===== src/design/xcd_defs.vh =====
// timing constants and state codes for the x-capacitor discharge sequencer
// Functional notes
// The mains sense level is sampled once per regulation cycle to see whether it still rises.
// A rising mains level during a measurement means mains is present and keeps discharge idle.
// Discharge starts only after 120 ms without any positive mains slope.
// The 120 ms quiet timer starts at the detected mains peak and restarts at every new peak.
// Discharge is done as separate short gate pulses, never continuous conduction.
// Each pulse starts by enabling the 26 uA gate charging source so the gate rises slowly.
// When current sense reaches 10 mV, charging stops and the equal sinking source turns on.
// After each pulse an off-time between 1.88 ms and 6.4 ms passes before the next pulse.
// Gate above 10 V while current sense is below 10 mV means full discharge and ends the run.
// After full discharge the function re-arms 118 ms later unless mains returns or system stops.
// Mains reconnection is recognised by a positive slope on the mains sense input.
// Current sense above 50 mV during discharge terminates discharge at once.
// On that termination the gate driver leaves high-impedance mode and drives the gate off.
// The discharge path stays inactive in normal mains operation and engages only on mains loss.
// A steady current sense offset above 10 mV disables the discharge function.
// All delays are counted in device clock cycles fine enough for the millisecond limits.
// Thresholds come from synchronised comparator flags so each decision uses one edge.
`ifndef XCD_DEFS_VH
`define XCD_DEFS_VH

`define XCD_CLK_MHZ         125
`define XCD_QUIET_US        120000
`define XCD_REARM_US        118000
`define XCD_OFF_US          2000
`define XCD_OFF_MIN_US      1880
`define XCD_OFF_MAX_US      6400
`define XCD_OFFSET_US       1000
`define XCD_QUIET_CYC       (`XCD_QUIET_US * `XCD_CLK_MHZ)
`define XCD_REARM_CYC       (`XCD_REARM_US * `XCD_CLK_MHZ)
`define XCD_OFF_CYC         (`XCD_OFF_US * `XCD_CLK_MHZ)
`define XCD_OFFSET_CYC      (`XCD_OFFSET_US * `XCD_CLK_MHZ)
`define XCD_CNT_W           25

`define XCD_ST_MAINS        3'h0
`define XCD_ST_CHARGE       3'h1
`define XCD_ST_SINK         3'h2
`define XCD_ST_OFF          3'h3
`define XCD_ST_DONE         3'h4
`define XCD_ST_ABORT        3'h5

`endif


===== src/design/xcd_sync2.v =====
// two-flop synchroniser for a bundle of asynchronous level inputs
module xcd_sync2 #(
	parameter W = 1
) (
	input  wire         mclk_i,
	input  wire         reset_n_i,
	input  wire [W-1:0] async_i,
	output wire [W-1:0] sync_o
);
	reg [W-1:0] meta_q;
	reg [W-1:0] sync_q;

	always @(posedge mclk_i or negedge reset_n_i) begin
		if (!reset_n_i) begin
			meta_q <= {W{1'b0}};
			sync_q <= {W{1'b0}};
		end else begin
			meta_q <= async_i;
			sync_q <= meta_q;
		end
	end

	assign sync_o = sync_q;
endmodule


===== src/design/xcd_sequencer.v =====
// x-capacitor discharge sequencer: mains slope watch, pulse engine, abort handling
`include "xcd_defs.vh"
module xcd_sequencer #(
	parameter QUIET_CYC  = `XCD_QUIET_CYC,
	parameter REARM_CYC  = `XCD_REARM_CYC,
	parameter OFF_CYC    = `XCD_OFF_CYC,
	parameter OFFSET_CYC = `XCD_OFFSET_CYC
) (
	input  wire mclk_i,
	input  wire reset_n_i,
	input  wire reg_cycle_i,
	input  wire mains_sense_input_rising_i,
	input  wire current_sense_input_10mv_i,
	input  wire current_sense_input_50mv_i,
	input  wire boost_gate_drive_10v_i,
	input  wire system_run_i,
	output reg  gate_charge_en_o,
	output reg  gate_sink_en_o,
	output reg  gate_hiz_mode_o,
	output reg  gate_drive_off_o,
	output reg  discharge_active_o,
	output reg  discharge_done_o,
	output reg  discharge_abort_o,
	output reg  discharge_disabled_o
);
	// ****************************************************************
	// input synchronisation
	// ****************************************************************
	wire       cyc_s;
	wire       rise_s;
	wire       cs10_s;
	wire       cs50_s;
	wire       g10_s;
	wire       run_s;

	xcd_sync2 #(
		.W(1)
	) u_sync_cyc (
		.mclk_i    (mclk_i),
		.reset_n_i (reset_n_i),
		.async_i   (reg_cycle_i),
		.sync_o    (cyc_s)
	);

	xcd_sync2 #(
		.W(1)
	) u_sync_rise (
		.mclk_i    (mclk_i),
		.reset_n_i (reset_n_i),
		.async_i   (mains_sense_input_rising_i),
		.sync_o    (rise_s)
	);

	xcd_sync2 #(
		.W(1)
	) u_sync_cs10 (
		.mclk_i    (mclk_i),
		.reset_n_i (reset_n_i),
		.async_i   (current_sense_input_10mv_i),
		.sync_o    (cs10_s)
	);

	xcd_sync2 #(
		.W(1)
	) u_sync_cs50 (
		.mclk_i    (mclk_i),
		.reset_n_i (reset_n_i),
		.async_i   (current_sense_input_50mv_i),
		.sync_o    (cs50_s)
	);

	xcd_sync2 #(
		.W(1)
	) u_sync_g10 (
		.mclk_i    (mclk_i),
		.reset_n_i (reset_n_i),
		.async_i   (boost_gate_drive_10v_i),
		.sync_o    (g10_s)
	);

	xcd_sync2 #(
		.W(1)
	) u_sync_run (
		.mclk_i    (mclk_i),
		.reset_n_i (reset_n_i),
		.async_i   (system_run_i),
		.sync_o    (run_s)
	);

	// ****************************************************************
	// mains slope sampling
	// ****************************************************************
	reg  cyc_prev_q;
	reg  slope_q;
	wire cyc_edge;

	assign cyc_edge = cyc_s & ~cyc_prev_q;

	// the rising flag is only trusted once per regulation cycle, so noise between
	// cycles does not reset the quiet timer
	always @(posedge mclk_i or negedge reset_n_i) begin
		if (!reset_n_i) begin
			cyc_prev_q <= 1'b0;
			slope_q    <= 1'b0;
		end else begin
			cyc_prev_q <= cyc_s;
			slope_q    <= cyc_edge & rise_s;
		end
	end

	// ****************************************************************
	// current sense offset detection
	// ****************************************************************
	reg  [`XCD_CNT_W-1:0] ofs_cnt_q;
	reg  [`XCD_CNT_W-1:0] ofs_cnt_d;
	reg                   disabled_q;
	reg                   disabled_d;
	wire                  ofs_quiet;
	wire                  ofs_hit;

	// the gate sources themselves lift the sense pin, so only count while no
	// source is on; a steady offset held for the full window disables the
	// function until reset
	assign ofs_quiet = !cs10_s || gate_charge_en_o || gate_sink_en_o;
	assign ofs_hit   = (ofs_cnt_q == OFFSET_CYC[`XCD_CNT_W-1:0] - 1'b1);

	always @* begin
		ofs_cnt_d  = ofs_cnt_q;
		disabled_d = disabled_q;
		if (ofs_quiet) begin
			ofs_cnt_d = {`XCD_CNT_W{1'b0}};
		end else if (ofs_hit) begin
			disabled_d = 1'b1;
		end else begin
			ofs_cnt_d = ofs_cnt_q + 1'b1;
		end
	end

	always @(posedge mclk_i or negedge reset_n_i) begin
		if (!reset_n_i) begin
			ofs_cnt_q  <= {`XCD_CNT_W{1'b0}};
			disabled_q <= 1'b0;
		end else begin
			ofs_cnt_q  <= ofs_cnt_d;
			disabled_q <= disabled_d;
		end
	end

	// ****************************************************************
	// sequencer state codes and counter limits
	// ****************************************************************
	localparam [2:0] ST_MAINS  = `XCD_ST_MAINS;
	localparam [2:0] ST_CHARGE = `XCD_ST_CHARGE;
	localparam [2:0] ST_SINK   = `XCD_ST_SINK;
	localparam [2:0] ST_OFF    = `XCD_ST_OFF;
	localparam [2:0] ST_DONE   = `XCD_ST_DONE;
	localparam [2:0] ST_ABORT  = `XCD_ST_ABORT;

	localparam [`XCD_CNT_W-1:0] CNT_ZERO  = {`XCD_CNT_W{1'b0}};
	localparam [`XCD_CNT_W-1:0] QUIET_END = QUIET_CYC[`XCD_CNT_W-1:0] - 1'b1;
	localparam [`XCD_CNT_W-1:0] REARM_END = REARM_CYC[`XCD_CNT_W-1:0] - 1'b1;
	localparam [`XCD_CNT_W-1:0] OFF_END   = OFF_CYC[`XCD_CNT_W-1:0] - 1'b1;

	// ****************************************************************
	// sequencer
	// ****************************************************************
	reg  [2:0]            state_q;
	reg  [2:0]            state_d;
	reg  [`XCD_CNT_W-1:0] cnt_q;
	reg  [`XCD_CNT_W-1:0] cnt_d;
	wire                  quiet_hit;
	wire                  rearm_hit;
	wire                  off_hit;
	wire                  in_pulse;
	wire                  may_run;
	wire                  cut_hit;
	wire                  leave_hit;

	assign quiet_hit = (cnt_q == QUIET_END);
	assign rearm_hit = (cnt_q == REARM_END);
	assign off_hit   = (cnt_q == OFF_END);
	assign in_pulse  = (state_q == ST_CHARGE) || (state_q == ST_SINK) || (state_q == ST_OFF);
	// a sampled rise, a system stop or a late offset disable all mean that
	// discharge must not go on
	assign may_run   = !slope_q && run_s && !disabled_q;
	assign cut_hit   = in_pulse && cs50_s;
	assign leave_hit = in_pulse && !may_run;

	always @* begin
		state_d = state_q;
		cnt_d   = cnt_q;
		if (cut_hit) begin
			// overcurrent wins over every other event
			state_d = ST_ABORT;
			cnt_d   = CNT_ZERO;
		end else if (leave_hit) begin
			state_d = ST_MAINS;
			cnt_d   = CNT_ZERO;
		end else begin
			case (state_q)
				ST_MAINS: begin
					if (!may_run) begin
						cnt_d = CNT_ZERO;
					end else if (quiet_hit) begin
						state_d = ST_CHARGE;
						cnt_d   = CNT_ZERO;
					end else begin
						cnt_d = cnt_q + 1'b1;
					end
				end
				ST_CHARGE: begin
					if (g10_s && !cs10_s) begin
						state_d = ST_DONE;
						cnt_d   = CNT_ZERO;
					end else if (cs10_s) begin
						state_d = ST_SINK;
					end
				end
				ST_SINK: begin
					// gate ramps down until the current is gone, then off-time
					if (!cs10_s && !g10_s) begin
						state_d = ST_OFF;
						cnt_d   = CNT_ZERO;
					end
				end
				ST_OFF: begin
					if (off_hit) begin
						state_d = ST_CHARGE;
						cnt_d   = CNT_ZERO;
					end else begin
						cnt_d = cnt_q + 1'b1;
					end
				end
				ST_DONE: begin
					if (!may_run) begin
						state_d = ST_MAINS;
						cnt_d   = CNT_ZERO;
					end else if (rearm_hit) begin
						state_d = ST_CHARGE;
						cnt_d   = CNT_ZERO;
					end else begin
						cnt_d = cnt_q + 1'b1;
					end
				end
				ST_ABORT: begin
					// hold the gate off for one cycle, then watch mains again
					state_d = ST_MAINS;
					cnt_d   = CNT_ZERO;
				end
				default: begin
					state_d = ST_MAINS;
					cnt_d   = CNT_ZERO;
				end
			endcase
		end
	end

	always @(posedge mclk_i or negedge reset_n_i) begin
		if (!reset_n_i) begin
			state_q <= ST_MAINS;
			cnt_q   <= CNT_ZERO;
		end else begin
			state_q <= state_d;
			cnt_q   <= cnt_d;
		end
	end

	// ****************************************************************
	// registered outputs
	// ****************************************************************
	reg  charge_d;
	reg  sink_d;
	reg  hiz_d;
	reg  drive_off_d;
	reg  active_d;
	reg  done_d;
	reg  abort_d;

	// a latched disable drops the sources at once, before the state moves on,
	// so the gate never sees a source while the function is disabled
	always @* begin
		charge_d    = (state_q == ST_CHARGE) && !disabled_q;
		sink_d      = (state_q == ST_SINK) && !disabled_q;
		hiz_d       = charge_d || sink_d;
		drive_off_d = !hiz_d;
		active_d    = in_pulse && !disabled_q;
		done_d      = (state_q == ST_DONE);
		abort_d     = (state_q == ST_ABORT);
	end

	always @(posedge mclk_i or negedge reset_n_i) begin
		if (!reset_n_i) begin
			gate_charge_en_o     <= 1'b0;
			gate_sink_en_o       <= 1'b0;
			gate_hiz_mode_o      <= 1'b0;
			gate_drive_off_o     <= 1'b1;
			discharge_active_o   <= 1'b0;
			discharge_done_o     <= 1'b0;
			discharge_abort_o    <= 1'b0;
			discharge_disabled_o <= 1'b0;
		end else begin
			gate_charge_en_o     <= charge_d;
			gate_sink_en_o       <= sink_d;
			gate_hiz_mode_o      <= hiz_d;
			gate_drive_off_o     <= drive_off_d;
			discharge_active_o   <= active_d;
			discharge_done_o     <= done_d;
			discharge_abort_o    <= abort_d;
			discharge_disabled_o <= disabled_q;
		end
	end
endmodule


===== config.mk =====
export PLATFORM = sky130hd
export DESIGN_NAME = xcd_sequencer
export DESIGN_NICKNAME = d
export VERILOG_FILES = /design/src/design/xcd_sync2.v /design/src/design/xcd_sequencer.v
export VERILOG_INCLUDE_DIRS = /design/src /design/src/design
export SDC_FILE = /design/constraint.sdc
export NUM_CORES = 1
export LEC_CHECK = 0
export BUFFER_PORTS_ARGS = -buffer_cell sky130_fd_sc_hd__buf_2
export CORE_MARGIN = 2
export CORE_UTILIZATION = 57
export DETAILED_ROUTE_END_ITERATION = 10
export PLACE_DENSITY = 0.74
export SLEW_MARGIN = 20
export SYNTH_ARGS = -nofsm -noshare
export SYNTH_HDL_FRONTEND = slang
export SYNTH_SLANG_ARGS = --single-unit

===== constraint.sdc =====
create_clock -name mclk_i -period 2.4 [get_ports mclk_i]
set_input_delay 0.12 -clock mclk_i [delete_from_list [all_inputs] [get_ports mclk_i]]
set_output_delay 0.12 -clock mclk_i [all_outputs]
set_load 0.01 [all_outputs]

Yosys cells after proc, flatten, opt, wreduce, memory -nomap -nowiden --
Cells that the tools add are included.
Operators by class: add/sub/neg operators 2, bitwise logic cells 4, muxes and demuxes 23, equal/unequal tests 17, reductions and logical operators 24
Operator list (count):
- two-way mux 25 bit | 11
- case mux 25 bit (5 select lines) | 1
- adder 25 x 1 -> 25 bit, second input constant | 2
- equality test 25 x 24 -> 1 bit, second input constant | 2
- two-way mux 3 bit | 10
- equality test 25 x 17 -> 1 bit, second input constant | 1
- equality test 25 x 18 -> 1 bit, second input constant | 1
- case mux 3 bit (5 select lines) | 1
- != test 4 bit, second input constant | 3
- logical AND 1 bit | 9
- != test 4 x 3 -> 1 bit, second input constant | 2
- equality test 3 x 2 -> 1 bit, second input constant | 2
- equality test 3 bit, second input constant | 2
- logical NOT 1 bit | 6
- AND reduction 6 bit | 1
- logical OR 1 bit | 5
- != test 5 x 3 -> 1 bit, second input constant | 1
- != test 5 bit, second input constant | 1
- AND reduction 2 bit | 2
- equality test 3 x 1 -> 1 bit, second input constant | 1
- logical NOT 3 bit | 1
- bitwise AND 1 bit | 2
- != test 2 bit, second input constant | 1
- inverter 1 bit | 2
Storage, ports and cells: input bits 8, logic and storage cells 96, register bits after elaboration 76

Logic depth before layout (Yosys ltp) --
Gate-level depths: netlist of the first run.
depth after elaboration 7, mapped depth 9, depth with buffers taken out 7

By module --
From an unflattened synthesis of the first run, not the netlist that was laid out.
Second synthesis, totals: cells, all modules 378, area, all modules 3772.4 um2
Modules (own cells, without submodules):
- xcd_sequencer | seq. area each 1602.8 um2, area each 3472.1 um2, instances 1, cells an instance 366
- xcd_sync2 | seq. area each 50.0 um2, area each 50.0 um2, instances 6, cells an instance 2

Least setup slack after synthesis of the first run --
OpenSTA, ideal clock, no wires.
path type register -> register, from register cnt_q[12], to register cnt_q[10], path buffers 3, setup slack 0.509 ns, clock period less this slack 1.891 ns, required time 2.268 ns, data arrival time 1.758 ns, stages on the path, launching flop included 9, cells stage by stage dfrtp_1 -> buf_2 -> and4bb_2 -> nand4_1 -> o31a_1 -> buf_6 -> buf_2 -> o21ai_0 -> o211ai_1
On the way: longest elaborated chain between the ends 6, elaborated cells between the ends (all ways) 11, classes of those cells eq/ne (3); mux (8)
Ends and longest elaborated chain:
- from (decl) | line xcd_sequencer.v:169 | reg [`XCD_CNT_W-1:0] cnt_q;
- from (signal assigned) | line xcd_sequencer.v:264 | cnt_q <= cnt_d;
- equality test 25 x 24 -> 1 bit (on tied branches) | line xcd_sequencer.v:180, xcd_sequencer.v:179
- two-way mux 25 bit (on tied branches) | line xcd_sequencer.v:238, xcd_sequencer.v:204
- two-way mux 25 bit (on tied branches) | line xcd_sequencer.v:235, xcd_sequencer.v:202
- case mux 25 bit (5 select lines) * | line xcd_sequencer.v:200 | case (state_q)
- two-way mux 25 bit * | line xcd_sequencer.v:196 | end else if (leave_hit) begin
- two-way mux 25 bit * | line xcd_sequencer.v:192 | if (cut_hit) begin
Every way passes the cells marked *; elsewhere a longest branch is shown, timed or not. A chain may end at the register's enable or synchronous reset.

Final worst setup path of the first run --
from register cnt_q[9], to register cnt_q[21]
On the way: longest elaborated chain between the ends 6, elaborated cells between the ends (all ways) 12, classes of those cells add/sub (1); eq/ne (3); mux (8)
Ends and longest elaborated chain (line):
- adder 25 x 1 -> 25 bit (tied with other cells) | xcd_sequencer.v:208, xcd_sequencer.v:231, xcd_sequencer.v:242
- two-way mux 25 bit (on tied branches) | xcd_sequencer.v:238, xcd_sequencer.v:204
- two-way mux 25 bit (on tied branches) | xcd_sequencer.v:235, xcd_sequencer.v:202
- case mux 25 bit (5 select lines) * | xcd_sequencer.v:200
- two-way mux 25 bit * | xcd_sequencer.v:196
- two-way mux 25 bit * | xcd_sequencer.v:192
Marked as above.

==> results of run 1 <==
-- power by group through the flow --
stage               clock network (mW)  registers (mW)  logic [mW]
finish                           0.959            1.31       0.112
global route                      1.04            1.32       0.127
CTS                              0.991            1.31       0.114
detailed placement                   0            1.34       0.105
global placement                     0            1.34       0.103
floorplan                            0            1.34      0.0605
-- kinds of logic (layout without fill, tap and decap cells) --
kind of cell / after synthesis / in the layout / share of synthesized area
simple gates: 219 / 219 / 0.287
compound gates: 78 / 78 / 0.140
flops: 76 / 76 / 0.471
buf+inv: 34 / 62 / 0.0434
xor+xnor: 23 / 23 / 0.0499
fa+ha+maj: 2 / 2 / 0.00619
mux: 1 / 1 / 0.00248
-- routing by layer --
metal	track usage	vias up	wire (um)
li1	-	1596	-
met1	0.328	1581	3890
met2	0.382	100	4100
met3	0.0603	16	365
met4	0.0730	0	160
met5	0	-	0
-- repair_timing --
action | 4_1_cts | 5_1_grt
hold buffers | 7 | 0
setup buffers | 0 | 0
endpoints found under the hold margin | 81 | 0
-- area by class of cell --
| type | instances | area (sq um) | share of cell area |
|---|---|---|---|
| Timing Repair Buffer | 36 | 265 | 0.0593 |
| Inverter | 10 | 37.5 | 0.00838 |
| Sequential cell | 76 | 1900 | 0.425 |
| Clock inverter | 7 | 65.1 | 0.0145 |
| Tap cell | 96 | 120 | 0.0268 |
| Multi-Input combinational cell | 323 | 1960 | 0.438 |
| Clock buffer | 9 | 124 | 0.0277 |
-- worst reg2reg max path, stage by stage, from the launching register on --
cell      delay (ns)
dfrtp_1         0.45
nor4_2          0.40
nand4_1         0.26
o31a_1          0.42
buf_4           0.20
o221ai_1        0.23
o211ai_2        0.12
-- synthesized netlist by cell type (3+ instances only) --
cell      count  area (sq um)
inv_1         9          33.8
xnor2_1      10          87.6
or3_1         5          31.3
buf_4         3          22.5
nand3_1      30           150
xor2_1       13           114
and3_1       13          81.3
a21oi_1       9          45.0
dfrtp_1      75          1880
buf_6         3          33.8
nand2_1      59           221
o21ai_0      19          95.1
and2_1        3          18.8
nor3_1        8          40.0
nor4_1        3          18.8
nand4_1      13          81.3
a31oi_1       4          25.0
nor2b_1       4          25.0
o21ai_1       6          30.0
and4_1        7          61.3
o41ai_1       3          26.3
buf_2        10          50.1
o211ai_1     11          82.6
nor2_1       51           191
a211oi_1      3          22.5
nor4b_1       3          26.3
o311ai_1      5          43.8
clkbuf_1      7          26.3
-- metrics by stage --
stage,utilization,setup slack [ns]
6_report,0.655,0.207
5_1_grt,0.655,0.0949
4_1_cts,0.655,0.219
3_5_place_dp,0.617,0.225
3_3_place_gp,0.617,0.254
2_1_floorplan,-,0.509
-- how the worst min path moves through the flow --
stage                               start                  to  slack (ns)
3_5_place_dp       boost_gate_drive_10v_i   u_sync_g10.meta_q        0.23
2_1_floorplan                   reset_n_i            cnt_q[0]       -0.18
4_1_cts                u_sync_cs10.meta_q  u_sync_cs10.sync_o        0.36
3_3_place_gp   current_sense_input_10mv_i  u_sync_cs10.meta_q        0.23
5_1_grt        mains_sense_input_rising_i  u_sync_rise.meta_q        0.37
6_report               u_sync_cs10.meta_q  u_sync_cs10.sync_o        0.35
==> flow_metrics.py, run 1 <==
metrics = {
    "run_status": {
        "status": "finished clean",
    },
    "floorplan": {
        "die-area_sq_um": 7780,
        "core_area_sq_um": 6830,
        "start_util": 0.591,
        "row_count": 30,
        "die_height_um": 88.2,
        "chipWidth_um": 88.2,
        "boundaryPins": 16,
    },
    "worst_setup_path": {
        "critical_path.n_buffers_inverters": 1,
        "nature_of_the_critical_path_endpoint": "flop",
        "r2r_path_start": "cnt_q[9]",
        "worstPathArrival_ns": 2.43,
        "rr_endpoint": "cnt_q[21]",
        "r2r_cells": 6,
        "crit_slowest_cell": "dfrtp_1",
        "setup_crit_end": "cnt_q[21]",
        "critPathKind": "flop to flop",
        "rrSetupSlack_ns": 0.21,
        "crit_path_cell_trace": "nor4_2 > nand4_1 > o31a_1 > buf_4 > o221ai_1 > o211ai_2",
        "critical_path.top_delay_family": "compound AO/OA/AOI/OAI gates",
        "cp-start-kind": "flop",
        "crit_path_max_incr_delay_ns": 0.45,
        "cp.depth": 6,
        "required_time_at_the_endpoint_of_the_critical_path_ns": 2.63,
        "crit_path_start": "cnt_q[9]",
        "path_max_fanout": 10,
    },
    "timing": {
        "timing.max_slew.rel_slack": 0.387,
        "finalSetupTns_ns": 0,
        "timing.final.crit_period_ns": 2.19,
        "layout_worst_path_cycle_share": 0.914,
        "rsz0062_at_grt": "no",
        "final-hold-violation-count": 0,
        "hold-worst-slack_ns": 0.353,
        "worst_clock_skew_ns": 0.0129,
        "slew_viol_final": 0,
        "max_clock_freq_mhz": 456,
        "transition_time_at_the_pin_with_the_least_slew_margin_ns": 0.920,
        "setup_violations": 0,
    },
    "global_route": {
        "overflow": 0,
        "grt_antenna_before_repair": 0,
        "pin_count_of_the_biggest_net_entering_global_routing": 77,
        "track_usage": 0.241,
        "via_count_of_the_first_global_routing_pass": 3101,
        "wire_length_of_the_first_global_routing_pass_um": 14600,
    },
    "finish": {
        "highest_count_cells_in_the_layout_ignoring_fill_and_taps": "dfrtp_1 (75), nand2_1 (59), nor2_1 (51), nand3_1 (30), o21ai_0 (19)",
        "nFillCells": 565,
        "drive_above_1_share": 0.148,
        "stdcell_count": 557,
        "final_design_area_no_fill_sq_um": 4480,
        "most_frequent_standard_cell_in_the_layout_excluding_fill_and_tap_cells": "dfrtp_1",
        "reg_top3": "cnt_q: 25 flops, ofs_cnt_q: 25 flops, state_q: 3 flops",
        "final_nets": 466,
        "n_antenna_cell": 0,
        "area_growth_syn_to_layout_pct": 10.8,
    },
    "yosys": {
        "ys_ff_latch": 76,
        "synth_cell_type_count": 64,
        "synth-warning-count": 0,
        "synth-async-reset-ratio": 1.00,
        "synth_ff_type": "dfrtp_1",
        "post_synth_inst_count": 433,
        "avgSynthCellArea_sq_um": 9.33,
        "synth_edf_count": 0,
        "net_count_synth": 443,
        "yosysSeqAreaShare": 0.471,
        "syn-cell-area_sq_um": 4040,
    },
    "clock_tree": {
        "clock_buffer_count_from_cts": 9,
        "clk-insertion-delay-late_ns": 0.36,
        "htree_num_levels": 3,
        "cts_num_sinks": 76,
        "cts_root_buf": "clkbuf_8",
        "postCtsResizedCells": 0,
        "tritoncts": "built",
        "cts_max_path_buffers": 2,
        "clkTransAtPathRegs_ns": 0.09,
    },
    "power": {
        "totalPowerFinal_mw": 2.39,
        "vdd_ir_drop_max_uv": 463,
        "leakagePower_nw": 1.92,
        "power.share.sequential": 0.551,
        "p_per_area_nw_per_um2": 533,
        "internal_power_mw": 1.75,
        "power_switching_uw": 641,
        "power.clock.fraction": 0.402,
        "power_switching_share": 0.268,
        "comb_power_share": 0.047,
    },
    "route": {
        "detail_route.vias_per_cell": 5.91,
        "detailedRoute.firstIterationViolations": 322,
        "routed_wire_length_per_instance_um": 15.3,
        "drt_pre_antenna_iters": 4,
        "detail_route.wirelength_um": 8520,
        "drtAntennaViolNets": 0,
        "routed-via-count": 3293,
        "drc_errors": 0,
    },
    "place": {
        "dpl-instance-area_sq_um": 4220,
        "dp.cells": 534,
        "detailed_place_hpwl_um": 5710,
        "gp_congestion": 0.909,
        "numPortBuffers": 15,
    },
    "worst_hold_path": {
        "whs_path_depth": 0,
        "hold_path.class": "flop to flop",
    },
    "flow_run": {
        "drv_cap": 0,
    },
}
(Power assumes the default switching activity.)
==> run 2: changes to the inputs <==
--- a/config.mk
+++ b/config.mk
@@ -7,10 +7,12 @@
 export NUM_CORES = 1
 export LEC_CHECK = 0
 export BUFFER_PORTS_ARGS = -buffer_cell sky130_fd_sc_hd__buf_2
+export CELL_PAD_IN_SITES_DETAIL_PLACEMENT = 1
+export CELL_PAD_IN_SITES_GLOBAL_PLACEMENT = 1
 export CORE_MARGIN = 2
-export CORE_UTILIZATION = 57
+export CORE_UTILIZATION = 48
 export DETAILED_ROUTE_END_ITERATION = 10
-export PLACE_DENSITY = 0.74
+export PLACE_DENSITY_LB_ADDON = 0.1
 export SLEW_MARGIN = 20
 export SYNTH_ARGS = -nofsm -noshare
 export SYNTH_HDL_FRONTEND = slang
==> run 2 against run 1 <==
Sequential cell count is the same. Global-route usage grew 1.8 points. Die area grew 18%. Utilization fell by 9.7 points. Count of clock-buffer cells in the layout did not move. Clock skew is 0.0028 ns lower. Fmax is 2.0% lower. Cell count increased by 2.2%. Largest power group unchanged. Sequential power about the same. Non-clock buffer count increased by 3. Hold slack got worse by 0.18 ns.
==> flow_metrics.py, run 2 (synthesized netlist as in run 1, its figures left out) <==
metrics = {
    "run_status": {
        "status": "finished clean",
    },
    "clock_tree": {
        "htree_num_levels": 3,
        "cts_num_sinks": 76,
        "tritoncts": "built",
        "cts_root_buf": "clkbuf_8",
        "clock_buffer_count_from_cts": 9,
        "cts_max_path_buffers": 2,
        "clk-insertion-delay-late_ns": 0.36,
        "clkTransAtPathRegs_ns": 0.10,
        "cts_setup_buffers": 0,
    },
    "finish": {
        "drive_above_1_share": 0.155,
        "most_frequent_standard_cell_in_the_layout_excluding_fill_and_tap_cells": "dfrtp_1",
        "highest_count_cells_in_the_layout_ignoring_fill_and_taps": "dfrtp_1 (75), nand2_1 (59), nor2_1 (50), nand3_1 (30), o21ai_0 (19)",
        "area_growth_syn_to_layout_pct": 13.0,
        "final_core_utilization": 0.558,
        "final_nets": 469,
        "stdcell_count": 569,
        "reg_top3": "cnt_q: 25 flops, ofs_cnt_q: 25 flops, state_q: 3 flops",
        "n_antenna_cell": 0,
    },
    "global_route": {
        "track_usage": 0.259,
        "grt_antenna_before_repair": 0,
        "via_count_of_the_first_global_routing_pass": 3662,
        "wire_length_of_the_first_global_routing_pass_um": 18000,
        "pin_count_of_the_biggest_net_entering_global_routing": 77,
        "overflow": 0,
    },
    "power": {
        "vdd_ir_drop_max_uv": 440,
        "leakagePower_nw": 1.96,
        "totalPowerFinal_mw": 2.52,
        "p_per_area_nw_per_um2": 551,
    },
    "worst_setup_path": {
        "r2r_path_start": "cnt_q[9]",
        "worstPathArrival_ns": 2.47,
        "r2r_cells": 6,
        "nature_of_the_critical_path_endpoint": "flop",
        "required_time_at_the_endpoint_of_the_critical_path_ns": 2.64,
        "critPathKind": "flop to flop",
        "crit_path_start": "cnt_q[9]",
        "rrSetupSlack_ns": 0.16,
        "rr_endpoint": "cnt_q[15]",
        "cp-start-kind": "flop",
        "path_max_fanout": 9,
    },
    "flow_run": {
        "drv_cap": 0,
    },
    "floorplan": {
        "row_count": 33,
        "die_height_um": 95.7,
        "die-area_sq_um": 9170,
        "boundaryPins": 16,
        "start_util": 0.494,
        "chipWidth_um": 95.7,
        "core_area_sq_um": 8180,
    },
    "route": {
        "detail_route.vias_per_cell": 6.07,
        "drtAntennaViolNets": 0,
        "routed_wire_length_per_instance_um": 18.9,
        "drt_pre_antenna_iters": 5,
        "routed-via-count": 3452,
        "detailedRoute.firstIterationViolations": 120,
        "detail_route.wirelength_um": 10800,
        "drc_errors": 0,
    },
    "timing": {
        "timing.max_slew.rel_slack": 0.393,
        "worst_clock_skew_ns": 0.0102,
        "transition_time_at_the_pin_with_the_least_slew_margin_ns": 0.909,
        "layout_worst_path_cycle_share": 0.933,
        "setup_violations": 0,
        "slew_viol_final": 0,
        "finalSetupTns_ns": 0,
        "timing.final.crit_period_ns": 2.24,
        "final-hold-violation-count": 0,
        "max_clock_freq_mhz": 447,
        "hold-worst-slack_ns": 0.169,
    },
    "place": {
        "dp.cells": 545,
        "numPortBuffers": 15,
        "gp_congestion": 0.837,
        "detailed_place_hpwl_um": 7370,
    },
    "worst_hold_path": {
        "hold_path.class": "input port to async pin",
    },
}
run 2: final cells by class:
cell class | instances | area, sq um
timing repair buffer | 39 | 308
clock buffer | 9 | 124
tap | 105 | 131
clock inverter | 7 | 87.6
fill | 929 | 3610
multi-input combinational | 323 | 1970
inverter | 10 | 37.5
sequential | 76 | 1900
run 2: worst max-delay path by stage:
| stage | endpoint | slack (ns) |
|---|---|---|
| CTS | cnt_q[20] | 0.11 |
| detailed placement | cnt_q[14] | 0.13 |
| finish | cnt_q[15] | 0.16 |
| global route | cnt_q[21] | -0.009 |
| floorplan | cnt_q[10] | 0.51 |
| global placement | cnt_q[20] | 0.31 |
run 2: per-stage QoR:
step / worst slack [ns] / cell area [sq um]
2_1_floorplan: 0.509 / 4040
3_3_place_gp: 0.310 / 4240
3_5_place_dp: 0.134 / 4240
4_1_cts: 0.107 / 4530
5_1_grt: -0.00940 / 4560
6_report: 0.161 / 4560
run 2: routing by layer:
| layer | part of all wire | routed length (um) | track usage | vias to the layer above |
|---|---|---|---|---|
| li1 | - | - | - | 1603 |
| met1 | 0.46 | 4930 | 0.340 | 1747 |
| met2 | 0.49 | 5250 | 0.418 | 69 |
| met3 | 0.031 | 339 | 0.0587 | 33 |
| met4 | 0.024 | 258 | 0.104 | 0 |
| met5 | 0 | 0 | 0 | - |
run 2: where the power goes:
part / switching, mW / total [mW] / internal [mW]
clock: 0.571 / 1.08 / 0.508
combinational: 0.0774 / 0.122 / 0.0445
sequential: 0.0168 / 1.32 / 1.30
run 2: what timing repair did:
item                                    4_1_cts  5_1_grt
gates resized for setup                       0        2
hold buffers                                  7        0
hold endpoints to repair                     81        0
endpoints found under the setup margin        0        4
run 2: worst max-delay path, stage by stage (launching register included):
cell	delay, ns
dfrtp_1	0.46
nor4_2	0.36
nand4_1	0.27
o31a_1	0.41
nor2_4	0.26
buf_4	0.23
o311ai_1	0.12
